$ cat src/include/sdram_init_map.svh
`ifndef SDRAM_INIT_MAP_SVH
`define SDRAM_INIT_MAP_SVH

// Clock rate in MHz
`define CLK_MHZ 10
// Mode update delay, in controller clocks
`define MODE_UPDATE_CYCLES 5'h0c
// Mode-to-mode gap, in controller clocks
`define MODE_TO_MODE_CYCLES 5'h04
// DLL lock time, in clocks
`define DLL_LOCK_CYCLES 10'h200

// Register select codes on the bank address
`define SEL_BASE 3'h0
`define SEL_AUX_A 3'h1
`define SEL_AUX_B 3'h2
`define SEL_AUX_C 3'h3

// Field positions
`define BASE_DLL_RESET_BIT 8
`define BASE_BL_LSB 0
`define AUX_A_LEVEL_BIT 7
`define AUX_A_QOFF_BIT 12
`define AUX_A_RTT_B0 2
`define AUX_A_RTT_B1 6
`define AUX_A_RTT_B2 9
`define BURST_SEL_BIT 12

// Burst length field encodings
`define BL_FIXED8 2'h0
`define BL_OTF 2'h1
`define BL_CHOP4 2'h2

// Reset values
`define MODE_REG_RESET 16'h0000
`define COL_RESET 10'h000

`endif

$ cat src/include/sdram_init_pkg.sv
package sdram_init_pkg;

    typedef enum logic [2:0] {
        CMD_DESELECT,
        CMD_NOP,
        CMD_MODE_SET,
        CMD_READ,
        CMD_WRITE,
        CMD_OTHER
    } cmd_type;

    typedef enum logic [0:0] {
        MODE_STABLE,
        MODE_UPDATING
    } mode_state_type;

    typedef struct packed {
        logic [3:0][15:0] mode_reg;
        logic [3:0][15:0] active_reg;
        mode_state_type mstate;
        logic [4:0] upd_cnt;
        logic [4:0] mrd_cnt;
        logic [9:0] dll_cnt;
        logic dll_locked;
        logic cke_seen;
        logic dq_undef;
        logic [7:0] dq_out;
        logic [7:0] dq_oe_n;
        logic term_on;
        logic dqs_prev;
        logic ck_sample;
        logic [9:0] burst_col;
        logic burst_valid;
        logic burst_len8;
        logic cmd_error;
    } top_state_type;

    typedef struct packed {
        logic active;
        logic len8;
        logic [9:0] base;
        logic [2:0] cnt;
    } burst_state_type;

endpackage : sdram_init_pkg

$ cat src/include/burst_if.sv
`timescale 1ns/1ns
`default_nettype none

interface burst_if;
    logic load;
    logic len8;
    logic [9:0] start_col;
    logic [9:0] col;
    logic beat_valid;

    modport gen (input load, input len8, input start_col, output col, output beat_valid);
    modport user (output load, output len8, output start_col, input col, input beat_valid);
endinterface : burst_if

`default_nettype wire

$ cat src/burst_addr_gen.sv
`timescale 1ns/1ns
`default_nettype none

module burst_addr_gen (
    // Clock and reset
    input wire logic clk_sys,
    input wire logic rst_n,
    // Burst request and beat addresses
    burst_if.gen bus
);
    sdram_init_pkg::burst_state_type st_r;
    sdram_init_pkg::burst_state_type st_nxt;

    always_comb
    begin
        st_nxt = st_r;
        if (bus.load)
        begin
            st_nxt.active = 1'b1;
            st_nxt.len8 = bus.len8;
            st_nxt.base = bus.start_col;
            st_nxt.cnt = 3'h0;
        end
        else if (st_r.active)
        begin
            st_nxt.cnt = st_r.cnt + 3'h1;
            if ((st_r.len8 && st_r.cnt == 3'h7) || (!st_r.len8 && st_r.cnt == 3'h3))
            begin
                st_nxt.active = 1'b0;
            end
        end
    end

    // Wrap inside the block, low bits give the start
    always_comb
    begin
        if (st_r.len8)
        begin
            bus.col = {st_r.base[9:3], 3'(st_r.base[2:0] + st_r.cnt)};
        end
        else
        begin
            bus.col = {st_r.base[9:2], 2'(st_r.base[1:0] + st_r.cnt[1:0])};
        end
        bus.beat_valid = st_r.active;
    end

    always_ff @(posedge clk_sys)
    begin
        if (!rst_n)
        begin
            st_r <= '0;
        end
        else
        begin
            st_r <= st_nxt;
        end
    end
endmodule : burst_addr_gen

`default_nettype wire

$ cat src/sdram_init_mode_register_control.sv
`timescale 1ns/1ns
`default_nettype none
`include "sdram_init_map.svh"

// Summary of operation
// - Data lines undefined from leveling exit until mode update delay after mode set.
// - While leveling, bit zero returns sampled clock, other data bits driven low.
// - Termination stays off during clear and until clock enable first seen high.
// - Mode registers hold until rewritten or cleared; DLL reset bit self-clears.
// - Only idle commands, or mode sets after the mode-to-mode gap, before mode update delay; new settings apply after it.
// - Burst field picks chop-four, eight, or on-the-fly by address bit twelve.
// - Burst wraps in a four or eight column block; low bits give start.
// - Aux register A bit seven enables leveling, bit twelve disables outputs.
module sdram_init_mode_register_control (
    // Clock and clear pin
    input wire logic clk_sys,
    input wire logic rst_n,
    // Command pins
    input wire logic cke,
    input wire logic cs_n,
    input wire logic ras_n,
    input wire logic cas_n,
    input wire logic we_n,
    input wire logic [2:0] ba,
    input wire logic [15:0] addr,
    input wire logic termination_enable,
    // Leveling strobe and clock level
    input wire logic dqs,
    input wire logic ck_level,
    // Data lines
    output logic [7:0] dq_out,
    output logic [7:0] dq_oe_n,
    output logic dq_undefined,
    // Status
    output logic termination_resistance_on,
    output logic settings_pending,
    output logic dll_locked,
    output logic cmd_error,
    output logic [15:0] base_mode_reg,
    output logic [15:0] aux_mode_reg_a,
    output logic [15:0] aux_mode_reg_b,
    output logic [15:0] aux_mode_reg_c,
    // Burst beat addresses
    output logic [9:0] burst_col,
    output logic burst_valid,
    output logic burst_len8
);
    sdram_init_pkg::top_state_type st_r;
    sdram_init_pkg::top_state_type st_nxt;
    sdram_init_pkg::cmd_type cmd;
    burst_if bif ();

    function automatic sdram_init_pkg::cmd_type decode_cmd(
        input logic c_n, input logic r_n, input logic ca_n, input logic w_n);
        sdram_init_pkg::cmd_type res;
        if (c_n)
        begin
            res = sdram_init_pkg::CMD_DESELECT;
        end
        else
        begin
            case ({r_n, ca_n, w_n})
                3'h7: res = sdram_init_pkg::CMD_NOP;
                3'h0: res = sdram_init_pkg::CMD_MODE_SET;
                3'h5: res = sdram_init_pkg::CMD_READ;
                3'h4: res = sdram_init_pkg::CMD_WRITE;
                default: res = sdram_init_pkg::CMD_OTHER;
            endcase
        end
        return res;
    endfunction : decode_cmd

    function automatic logic is_idle(input sdram_init_pkg::cmd_type c);
        return c == sdram_init_pkg::CMD_NOP || c == sdram_init_pkg::CMD_DESELECT;
    endfunction : is_idle

    burst_addr_gen u_burst (
        .clk_sys(clk_sys),
        .rst_n(rst_n),
        .bus(bif.gen)
    );

    always_comb
    begin
        logic leveling;
        logic out_en;
        logic rtt_set;
        logic cmd_ok;
        leveling = 1'b0;
        out_en = 1'b0;
        rtt_set = 1'b0;
        cmd_ok = 1'b0;
        st_nxt = st_r;
        cmd = decode_cmd(cs_n, ras_n, cas_n, we_n);
        cmd_ok = cke || st_r.cke_seen;
        bif.load = 1'b0;
        bif.len8 = 1'b1;
        bif.start_col = addr[9:0];
        st_nxt.dqs_prev = dqs;
        st_nxt.cmd_error = 1'b0;

        if (cke)
        begin
            st_nxt.cke_seen = 1'b1;
        end

        // DLL reset bit clears itself once started
        if (st_r.mode_reg[0][`BASE_DLL_RESET_BIT])
        begin
            st_nxt.mode_reg[0][`BASE_DLL_RESET_BIT] = 1'b0;
            st_nxt.dll_cnt = `DLL_LOCK_CYCLES;
            st_nxt.dll_locked = 1'b0;
        end
        else if (st_r.dll_cnt != 10'h000)
        begin
            st_nxt.dll_cnt = st_r.dll_cnt - 10'h001;
            st_nxt.dll_locked = (st_r.dll_cnt == 10'h001);
        end

        if (st_r.mrd_cnt != 5'h00)
        begin
            st_nxt.mrd_cnt = st_r.mrd_cnt - 5'h01;
        end

        case (st_r.mstate)
            sdram_init_pkg::MODE_STABLE:
            begin
                st_nxt.dq_undef = 1'b0;
            end
            sdram_init_pkg::MODE_UPDATING:
            begin
                if (!is_idle(cmd) && cmd != sdram_init_pkg::CMD_MODE_SET)
                begin
                    st_nxt.cmd_error = 1'b1;
                end
                if (st_r.upd_cnt == 5'h01)
                begin
                    st_nxt.active_reg = st_r.mode_reg;
                    st_nxt.mstate = sdram_init_pkg::MODE_STABLE;
                    st_nxt.dq_undef = 1'b0;
                end
                st_nxt.upd_cnt = st_r.upd_cnt - 5'h01;
            end
            default:
            begin
                st_nxt.mstate = sdram_init_pkg::MODE_STABLE;
            end
        endcase

        leveling = st_r.active_reg[1][`AUX_A_LEVEL_BIT];
        out_en = !st_r.active_reg[1][`AUX_A_QOFF_BIT];
        rtt_set = st_r.active_reg[1][`AUX_A_RTT_B0] | st_r.active_reg[1][`AUX_A_RTT_B1]
                  | st_r.active_reg[1][`AUX_A_RTT_B2];

        if (cmd_ok && cmd == sdram_init_pkg::CMD_MODE_SET)
        begin
            if (ba <= `SEL_AUX_C)
            begin
                st_nxt.mode_reg[ba[1:0]] = addr;
                st_nxt.mstate = sdram_init_pkg::MODE_UPDATING;
                st_nxt.upd_cnt = `MODE_UPDATE_CYCLES;
                st_nxt.mrd_cnt = `MODE_TO_MODE_CYCLES;
                if (leveling && ba == `SEL_AUX_A && !addr[`AUX_A_LEVEL_BIT])
                begin
                    st_nxt.dq_undef = 1'b1;
                end
            end
            if (st_r.mrd_cnt != 5'h00 || ba > `SEL_AUX_C)
            begin
                st_nxt.cmd_error = 1'b1;
            end
        end
        else if (cmd_ok && (cmd == sdram_init_pkg::CMD_READ || cmd == sdram_init_pkg::CMD_WRITE))
        begin
            if (leveling)
            begin
                st_nxt.cmd_error = 1'b1;
            end
            bif.load = st_r.mstate == sdram_init_pkg::MODE_STABLE;
            case (st_r.active_reg[0][1:0])
                `BL_FIXED8: bif.len8 = 1'b1;
                `BL_OTF: bif.len8 = addr[`BURST_SEL_BIT];
                `BL_CHOP4: bif.len8 = 1'b0;
                default: bif.len8 = 1'b1;
            endcase
        end
        else if (cmd_ok && cmd == sdram_init_pkg::CMD_OTHER && leveling)
        begin
            st_nxt.cmd_error = 1'b1;
        end

        // Termination held off until clock enable is first seen
        st_nxt.term_on = st_r.cke_seen && termination_enable && rtt_set;

        // Leveling feedback: clock sampled on strobe rise
        if (dqs && !st_r.dqs_prev)
        begin
            st_nxt.ck_sample = ck_level;
        end
        if (leveling && out_en && !st_nxt.dq_undef)
        begin
            st_nxt.dq_oe_n = 8'h00;
            st_nxt.dq_out = {7'h00, st_nxt.ck_sample};
        end
        else
        begin
            st_nxt.dq_oe_n = 8'hff;
            st_nxt.dq_out = 8'h00;
        end

        st_nxt.burst_col = bif.col;
        st_nxt.burst_valid = bif.beat_valid;
        if (bif.load)
        begin
            st_nxt.burst_len8 = bif.len8;
        end
    end

    always_ff @(posedge clk_sys)
    begin
        if (!rst_n)
        begin
            st_r <= '0;
            st_r.dq_oe_n <= 8'hff;
            st_r.burst_len8 <= 1'b1;
        end
        else
        begin
            st_r <= st_nxt;
        end
    end

    assign dq_out = st_r.dq_out;
    assign dq_oe_n = st_r.dq_oe_n;
    assign dq_undefined = st_r.dq_undef;
    assign termination_resistance_on = st_r.term_on;
    assign settings_pending = (st_r.mstate == sdram_init_pkg::MODE_UPDATING);
    assign dll_locked = st_r.dll_locked;
    assign cmd_error = st_r.cmd_error;
    assign base_mode_reg = st_r.mode_reg[0];
    assign aux_mode_reg_a = st_r.mode_reg[1];
    assign aux_mode_reg_b = st_r.mode_reg[2];
    assign aux_mode_reg_c = st_r.mode_reg[3];
    assign burst_col = st_r.burst_col;
    assign burst_valid = st_r.burst_valid;
    assign burst_len8 = st_r.burst_len8;
endmodule : sdram_init_mode_register_control

`default_nettype wire

$ cat config.mk
export PLATFORM = sky130hd
export DESIGN_NAME = sdram_init_mode_register_control
export DESIGN_NICKNAME = d
export VERILOG_FILES = /design/src/include/sdram_init_pkg.sv /design/src/include/burst_if.sv /design/src/burst_addr_gen.sv /design/src/sdram_init_mode_register_control.sv
export VERILOG_INCLUDE_DIRS = /design/src /design/src/include
export SDC_FILE = /design/constraint.sdc
export NUM_CORES = 1
export LEC_CHECK = 0
export BUFFER_PORTS_ARGS = -buffer_cell sky130_fd_sc_hd__buf_2
export CELL_PAD_IN_SITES_DETAIL_PLACEMENT = 1
export CELL_PAD_IN_SITES_GLOBAL_PLACEMENT = 1
export CORE_MARGIN = 4
export CORE_UTILIZATION = 36
export DETAILED_ROUTE_END_ITERATION = 16
export GPL_TIMING_DRIVEN = 0
export HOLD_SLACK_MARGIN = 0.02
export MAX_ROUTING_LAYER = met4
export PLACE_DENSITY = 0.84
export REMOVE_ABC_BUFFERS = 1
export SLEW_MARGIN = 5
export SYNTH_ARGS = -nofsm -noshare
export SYNTH_HDL_FRONTEND = slang
export SYNTH_SLANG_ARGS = --single-unit
$ cat constraint.sdc
create_clock -name clk_sys -period 2.1 [get_ports clk_sys]
set_clock_uncertainty 0.15 [all_clocks]
set_input_delay 0.21 -clock clk_sys [delete_from_list [all_inputs] [get_ports clk_sys]]
set_output_delay 0.21 -clock clk_sys [all_outputs]
set_load 0.02 [all_outputs]
Yosys cells after proc, flatten, opt, wreduce, memory -nomap -nowiden
Cells that the tools add are included.

Register bits after elaboration: 150. Input port bits: 29. Output and inout port bits: 97. Word-level logic and storage cells: 131.

$add $sub $neg: 6. Magnitude comparators: 4. Eq/ne operators: 16. Mux-type cells: 35. Bitwise logic cells: 4. Reductions and logical operators: 37.

Operators by type and width (number): $bwmux 64 (1); $mux 11 (4); $demux 16 s2 (1); $mux 1 (20); $eq 3x3->1 const B (6); $mux 16 (1); $logic_and 1x1->1 (15); $pmux 3 s4 (1); $eq 10x1->1 const B (1); $reduce_bool 10->1 (1); $sub 10x1->10 const B (1); $sub 5x1->5 const B (2); $eq 3x2->1 const B (3); $mux 8 (1); $eq 3x1->1 const B (2); $logic_not 1->1 (6); $logic_not 3->1 (2); $mux 3 (2); $mux 6 (1); $reduce_and 2->1 (3); $eq 5x1->1 const B (1); $logic_or 1x1->1 (5); $mux 5 (1); $reduce_bool 5->1 (1); other kinds (16) (20).

Logic depth before layout (Yosys ltp)
Gate-level depths: netlist of run 1.

Depth in word-level cells: 12. Mapped depth: 8. Mapped depth without buffers: 7.

Hierarchy
Synthesis of run 1 repeated with hierarchy kept, for this count alone.

Cells, all modules: 598. Area, all modules: 5522.8 um^2.

Modules (own cells, without submodules): sdram_init_mode_register_control (times used 1, cells an instance 532, area an instance 4788.3 um^2, sequential area each 2262.2 um^2); burst_addr_gen (times used 1, cells an instance 66, area an instance 734.5 um^2, sequential area each 300.3 um^2).

Worst setup path after synthesis of run 1
Ideal clock, no wire load.

Path kind: input -> register. From: input cs_n. To: register st_r (netlist bit base_mode_reg[0]). Library setup time: 0.118 ns. Data arrival time: 1.914 ns. Data required time: 1.832 ns. Slack: -0.082 ns. Stages: 8. Buffers on the path: 4. Cell sequence: or4_1 buf_2 or2_1 buf_6 or3_1 buf_6 buf_12 mux2i_1.

Cells in the longest elaborated chain, start to end: 4.

Ends and longest elaborated chain: from (decl) (line sdram_init_mode_register_control.sv:20) `input wire logic cs_n,`; $mux 3 (line sdram_init_mode_register_control.sv:56) `if (c_n)`; $eq 3x2->1 (line sdram_init_mode_register_control.sv:155) `if (cmd_ok && cmd == sdram_init_pkg::CMD_MODE_SET)`; $logic_and 1x1->1 (line sdram_init_mode_register_control.sv:155); $reduce_and 2->1 (no line); to (signal assigned) (line sdram_init_mode_register_control.sv:229) `st_r <= st_nxt;`; to (decl) (line sdram_init_mode_register_control.sv:48) `sdram_init_pkg::top_state_type st_r;`.

Every way passes these cells. A chain may end at the register's enable or synchronous reset.

Final worst setup path of run 1
From: register st_r[35] (netlist bit). To: register st_r[43] (netlist bit).

Cells in the longest elaborated chain, start to end: 1. Elaborated cells between the ends (all ways): 2. Those cells by class: add/sub (1); reduce/logical (1).

Ends and longest elaborated chain (line): $sub 10x1->10 or $reduce_bool 10->1 (tied branches) (sdram_init_mode_register_control.sv:116, sdram_init_mode_register_control.sv:114).

Parallel ways exist; a longest one is shown, timed or not.

==> run metrics, run 1 <==
outcome=finished, final reports clean; max_cap viols=0; CTS H-Tree Depth=4; Syn Area/Cell=8.78 um2; Total Wirelength=13.9 mm; unique cell type count in the Yosys netlist=45; peak supply drop=0.555 mV; antenna violations before repair=0; Final Hold Vio Count=0; largest net degree at the start of global routing=143; Synth Instances=649; Synth warnings=0; Crit Path Class=flip-flop to flip-flop; core region area=15,400 um2; worst path arrival time=2.25 ns; post-synthesis cell area=5700 um2; Setup crit start kind=flip-flop; RSZ-0062 raised after global routing=false; DRC errors left=0; fmax=490 MHz; Skew-Pair Late Insertion Delay=0.41 ns; GPL Wtd Cong=0.768; max_slew headroom=0.391; hold_ws=0.00531 ns; CTS buffer count=17; Worst setup EP type=flip-flop; Vias=4,352; Detail Placement HPWL=9.21 mm; first-pass GRT wire length=22.5 mm; Synth Register Bits=128; fillers=1,797; max FFs per register=30; Post-synth EDFFs=0; Area growth, synth to finish=18.9%; fin nets=737; crit path max fanout=6; Seq/Total Area, Yosys=0.450; ANT nets after route=0; DRT iter0 DRCs=133; Largest Register=st_r; worst path required time=2.31 ns; Rows=45; Final Max Slew Viols=0; Worst Reg-to-Reg Cells=6; Starting Density=0.371; grt total ovfl=0; maximum clock path buffer count=2; crit path time final=2.04 ns; Slew @ Worst Pin=0.910 ns; WL per Instance=15.0 um; Die Width=134 um; total power=6.74 mW; CTS tree=done; dpl cells=867; layout cells sized above 1=0.250; Post-Layout Cell Count=922; Buffers on Ports=118; Clk pin slew, worst setup/hold paths=0.06 ns; Die ar.=17,900 um2; top_reg_cell synth=dfxtp_1; final setup violation count=0; drt first pass iters=4; vias per cell=4.72; IO Pins=126; Leak Pwr=3.01 nW; pwr/cell area=995 nW/um2; Final Cycle Share=0.971; fraction of registers with async set/reset=0; hold depth=3; Root Buffer Master=clkbuf_16; total track usage=0.161; antenna diode instance count=0; Min-Delay Path Class=input pin to flip-flop; clock net sink count=128; vias in the first global route=4,437; die height=134 um
==> repair_timing <==
| item | 4_1_cts | 5_1_grt |
|---|---|---|
| buffers inserted | 0 | 1 |
| pin swaps | 0 | 1 |
| endpoints found under the hold margin | 85 | 0 |
| gates resized for setup | 8 | 13 |
| hold buffers | 23 | 0 |
| setup endpoints to repair | 18 | 20 |
==> through the flow <==
| stage | TNS, ns | instance area [um2] | util | setup slack (ns) |
|---|---|---|---|---|
| 6_report | 0 | 6780 | 0.441 | 0.0600 |
| 5_1_grt | 0 | 6780 | 0.441 | 0.0135 |
| 4_1_cts | 0 | 6720 | 0.437 | 0.0251 |
| 3_5_place_dp | -18.97 | 5870 | 0.382 | -0.675 |
| 3_3_place_gp | -193.28 | 5730 | 0.373 | -3.41 |
| 2_1_floorplan | -49.03 | 4870 | - | -1.39 |
==> cell families (layout without fill, tap and decap cells) <==
family                     after synthesis  count (layout)  share of synthesized area
and+or+nand+nor                        242             242                      0.207
muxes                                   36              36                     0.0632
xor gates and xnor gates                12              12                     0.0184
DFF                                    128             128                      0.450
buffers and inverters                  142             198                      0.159
other                                    1               7                   0.000658
AOI/OAI and AO/OA                       78              78                     0.0786
adders and majority gates               10              10                     0.0233
==> layout by cell type, fill, tap and decap left out, types with 3 or more instances in the layout <==
cell type      netlist  final
buf_6                2      3
nor4_1               5      3
ha_1                 9      7
buf_4               90      5
clkinvlp_4           0      3
nor2_1              21     21
nand3_1             53     53
clkbuf_1            29      4
nor3_1              10      8
a21oi_1              5      5
inv_1               16     15
and2_1              13     13
bufinv_16            0      3
mux2i_1             36     36
conb_1               1      7
dfxtp_1            128    126
nor2b_1             21     21
a211oi_1             5      5
dlygate4sd3_1        0     22
clkbuf_16            0     17
clkinv_2             0      3
a21boi_0             5      5
xnor2_1             11     11
nand2_1             92     92
nand2b_1             5      5
buf_2                4    117
o21ai_0             52     52
or3_1                6      4
==> critical path, cell delays in order, from the launching register on <==
cell and delay (ns):
dfxtp_2 0.34, inv_1 0.10, ha_4 0.17, or3b_4 0.41, or4_4 0.45, nor4b_4 0.23, a31o_2 0.13
==> cells in the mapped netlist (2+ instances only) <==
master    count  share of area
nor2b_1      21          0.023
buf_4        90           0.12
xnor2_1      11          0.017
mux2i_1      36          0.063
or3_1         6         0.0066
o31a_1        2         0.0031
ha_1          9          0.020
buf_2         4         0.0035
a21boi_0      5         0.0066
nand3_1      53          0.047
o21ai_0      52          0.046
nor4b_1       3         0.0046
buf_6         2         0.0040
nand4b_1      2         0.0031
nand2_1      92          0.061
nor4_1        5         0.0055
nand2b_1      5         0.0055
dfxtp_1     128           0.45
nor2_1       21          0.014
nor3_1       10         0.0088
clkbuf_1     29          0.019
a211oi_1      5         0.0066
inv_1        16          0.011
a21oi_1       5         0.0044
a31o_2        2         0.0031
and3_1        2         0.0022
and2_1       13          0.014
or4_1         3         0.0040
==> layer usage <==
layer / track usage / vias up / wire length (um)
met4: 0.0463 / 0 / 219
li1: - / 2168 / -
met3: 0.0548 / 18 / 685
met5: - / - / 0
met2: 0.265 / 90 / 6850
met1: 0.188 / 2076 / 6120
==> worst paths after layout <==
| kind | from | to | slack, ns |
|---|---|---|---|
| max | st_r[35]$_SDFFE_PP0P_ | st_r[43]$_SDFFE_PP0P_ | 0.06 |
| min | ba[2] | cmd_error$_SDFF_PN0_ | 0.005 |
| max reg2reg | st_r[35]$_SDFFE_PP0P_ | st_r[43]$_SDFFE_PP0P_ | 0.06 |
| min reg2reg | aux_mode_reg_c[14]$_SDFFE_PN0P_ | aux_mode_reg_c[14]$_SDFFE_PN0P_ | 0.30 |
==> layout make-up <==
| type | count | area [um2] | area share |
|---|---|---|---|
| flip-flops and latches | 128 | 2560 | 0.379 |
| multi-input cells | 385 | 2360 | 0.349 |
| repair buffers | 150 | 935 | 0.138 |
| clock buffers | 22 | 454 | 0.0670 |
| well taps | 211 | 264 | 0.0390 |
| clock inverters | 10 | 136 | 0.0201 |
| inverters | 16 | 60.1 | 0.00886 |
==> where the power goes <==
part	internal [mW]	total (mW)	switching [mW]
Clock	1.89	2.96	1.07
Combinational	0.501	1.08	0.575
Sequential	2.57	2.70	0.137
Total	4.96	6.74	1.78
Power figures use the tool's default switching activity.
==> inputs of run 2 (changes only) <==
--- a/config.mk
+++ b/config.mk
@@ -9,7 +9,7 @@
 export BUFFER_PORTS_ARGS = -buffer_cell sky130_fd_sc_hd__buf_2
 export CELL_PAD_IN_SITES_DETAIL_PLACEMENT = 1
 export CELL_PAD_IN_SITES_GLOBAL_PLACEMENT = 1
-export CORE_MARGIN = 4
+export CORE_MARGIN = 1.5
 export CORE_UTILIZATION = 36
 export DETAILED_ROUTE_END_ITERATION = 16
 export GPL_TIMING_DRIVEN = 0
==> run 2 against run 1 <==
  * The run now ends with setup timing left
  * Non-clock buffer count down 1
  * Count of clock-buffer cells in the layout down 2
  * Sequential power about the same
  * Combinational power down 6%
  * Register-to-register slack about the same
  * Critical path type is now input pin to flip-flop
==> run metrics, run 2 (same netlist as run 1, synthesis figures left out) <==
DRT iter0 DRCs=134 (+0.75%); outcome=complete, but fails checks; Final Max Slew Viols=0 (unchanged); Rows=45 (unchanged); layout cells sized above 1=0.244 (-0.00635); clock net sink count=128 (unchanged); total track usage=0.179 (+0.0182); maximum clock path buffer count=2 (unchanged); grt total ovfl=0 (unchanged); fmax=474 MHz (-3.3%); crit path time final=2.11 ns (+0.0706 ns); DRC errors left=0 (unchanged); Crit Path Class=input pin to flip-flop; die height=129 um (-3.7%); fin worst setup slack=-0.0106 ns (-0.0706 ns); first-pass GRT wire length=22.5 mm (about the same); Critical Path Start=ba[2]; max_slew headroom=0.551 (+0.159); final setup violation count=4 (+4); worst path arrival time=2.24 ns (about the same); peak supply drop=0.543 mV (-2.0%); failing checks=setup timing; WL per Instance=14.9 um (-1.1%); CTS buffer count=17 (unchanged); RSZ-0062 raised after global routing=true; Die ar.=16,600 um2 (-7.3%); Worst setup EP type=flip-flop; pwr/cell area=981 nW/um2 (-1.4%); core region area=15,300 um2 (-0.37%); Leak Pwr=2.96 nW (-1.4%); most frequent cells in the layout=dfxtp_1, buf_2, nand2_1, nand3_1, o21ai_0; drt first pass iters=4 (unchanged); vias per cell=4.71 (-0.22%); worst path required time=2.23 ns (-0.08 ns); fin nets=736 (-0.14%); total power=6.55 mW (-2.8%); hold depth=5 (+2); max FFs per register=30 (unchanged); GPL Wtd Cong=0.781 (+1.7%); RR Startpoint=st_r[33]$_SDFFE_PN0P_; crit path max fanout=16 (+10); fillers=1,812 (+0.83%); Worst Reg-to-Reg Cells=4 (-2); Total Wirelength=13.7 mm (-1.3%); Buffers on Ports=118 (unchanged); dpl ws=-0.719 ns (-0.0442 ns); Root Buffer Master=clkbuf_16; Slew @ Worst Pin=0.674 ns (-0.236 ns); CTS H-Tree Depth=4 (unchanged); Skew-Pair Late Insertion Delay=0.41 ns (about the same); Vias=4,333 (-0.44%); RR Endpoint=base_mode_reg[4]$_SDFFE_PN0P_; Final Hold Vio Count=0 (unchanged); max_cap viols=0 (unchanged); vias in the first global route=4,443 (+0.14%); Min-Delay Path Class=input pin to flip-flop; largest net degree at the start of global routing=95 (-34%); Worst R2R Setup Slack=0.06 ns (about the same); antenna violations before repair=0 (unchanged); Area growth, synth to finish=17.2%; Starting Density=0.372 (+0.00136); Clk pin slew, worst setup/hold paths=0.05 ns (about the same); Largest Register=st_r; Setup crit start kind=input pin; CTS tree=done; antenna diode instance count=0 (unchanged); IO Pins=126 (unchanged); CP Capture Point=base_mode_reg[4]$_SDFFE_PN0P_; Final Cycle Share=1.01 (+0.0336); Die Width=129 um (-3.7%); ANT nets after route=0 (unchanged); commonest non-fill, non-tap cell in the layout=dfxtp_1; Detail Placement HPWL=9.32 mm (+1.2%)
run 2: changes by cell type in the layout (fill, tap and decap cells not counted), sizes merged:
cell / delta
clkinv: +2
buf: -1
bufinv: -1
clkbuf: -2
run 2: critical path: stages:
cell and delay, ns:
dlygate4sd3_1 0.55, buf_2 0.14, o21bai_1 0.24, or2_1 0.36, or3_4 0.54, mux2i_1 0.18
run 2: through the flow:
step | TNS, ns | hold slack (ns) | instances | area [um2] | util
finish | -0.0193 | 0.0637 | 920 | 6680 | 0.436
CTS | 0 | 0.0298 | 920 | 6670 | 0.436
global route | -1.73 | 0.0744 | 920 | 6680 | 0.436
floorplan | -49.03 | 0.132 | 529 | 4870 | -
global placement | -192.18 | 0.286 | 858 | 5730 | 0.374
detailed placement | -19.23 | 0.295 | 867 | 5860 | 0.383
run 2: worst min-delay path by stage:
stage                                            endpoint  startpoint  slack (ns)
after floorplan                   burst_len8$_SDFFE_PN1P_       rst_n        0.13
after global placement                st_r[14]$_SDFF_PN0_         dqs        0.29
after detailed placement              st_r[14]$_SDFF_PN0_         dqs        0.29
after CTS                           st_r[33]$_SDFFE_PN0P_         cke        0.03
after global routing      aux_mode_reg_b[12]$_SDFFE_PN0P_       ba[0]        0.07
final                               st_r[33]$_SDFFE_PN0P_         cke        0.06
run 2: what timing repair did:
item / 4_1_cts / 5_1_grt
endpoints found under the setup margin: 17 / 35
hold endpoints to repair: 77 / 0
buffers inserted: 0 / 0
cloned: 0 / 0
resized for setup: 7 / 4
hold buffers: 22 / 0
run 2: layer usage:
layer / up-vias / global-route usage / part of all wire
li1: 2157 / - / -
met1: 2069 / 0.201 / 0.44
met2: 84 / 0.303 / 0.51
met3: 23 / 0.0449 / 0.038
met4: 0 / 0.0767 / 0.020
met5: - / - / 0
run 2: cell type report:
type / count / area [um2] / area share
clock buffers: 20 / 447 / 0.0669
flip-flops and latches: 128 / 2560 / 0.384
clock inverters: 11 / 116 / 0.0174
multi-input cells: 385 / 2310 / 0.346
inverters: 16 / 60.1 / 0.00899
well taps: 211 / 264 / 0.0395
repair buffers: 149 / 920 / 0.138
run 2: power by group:
part	switching (mW)	internal, mW
logic	0.549	0.469
clock network	1.08	1.76
registers	0.133	2.56
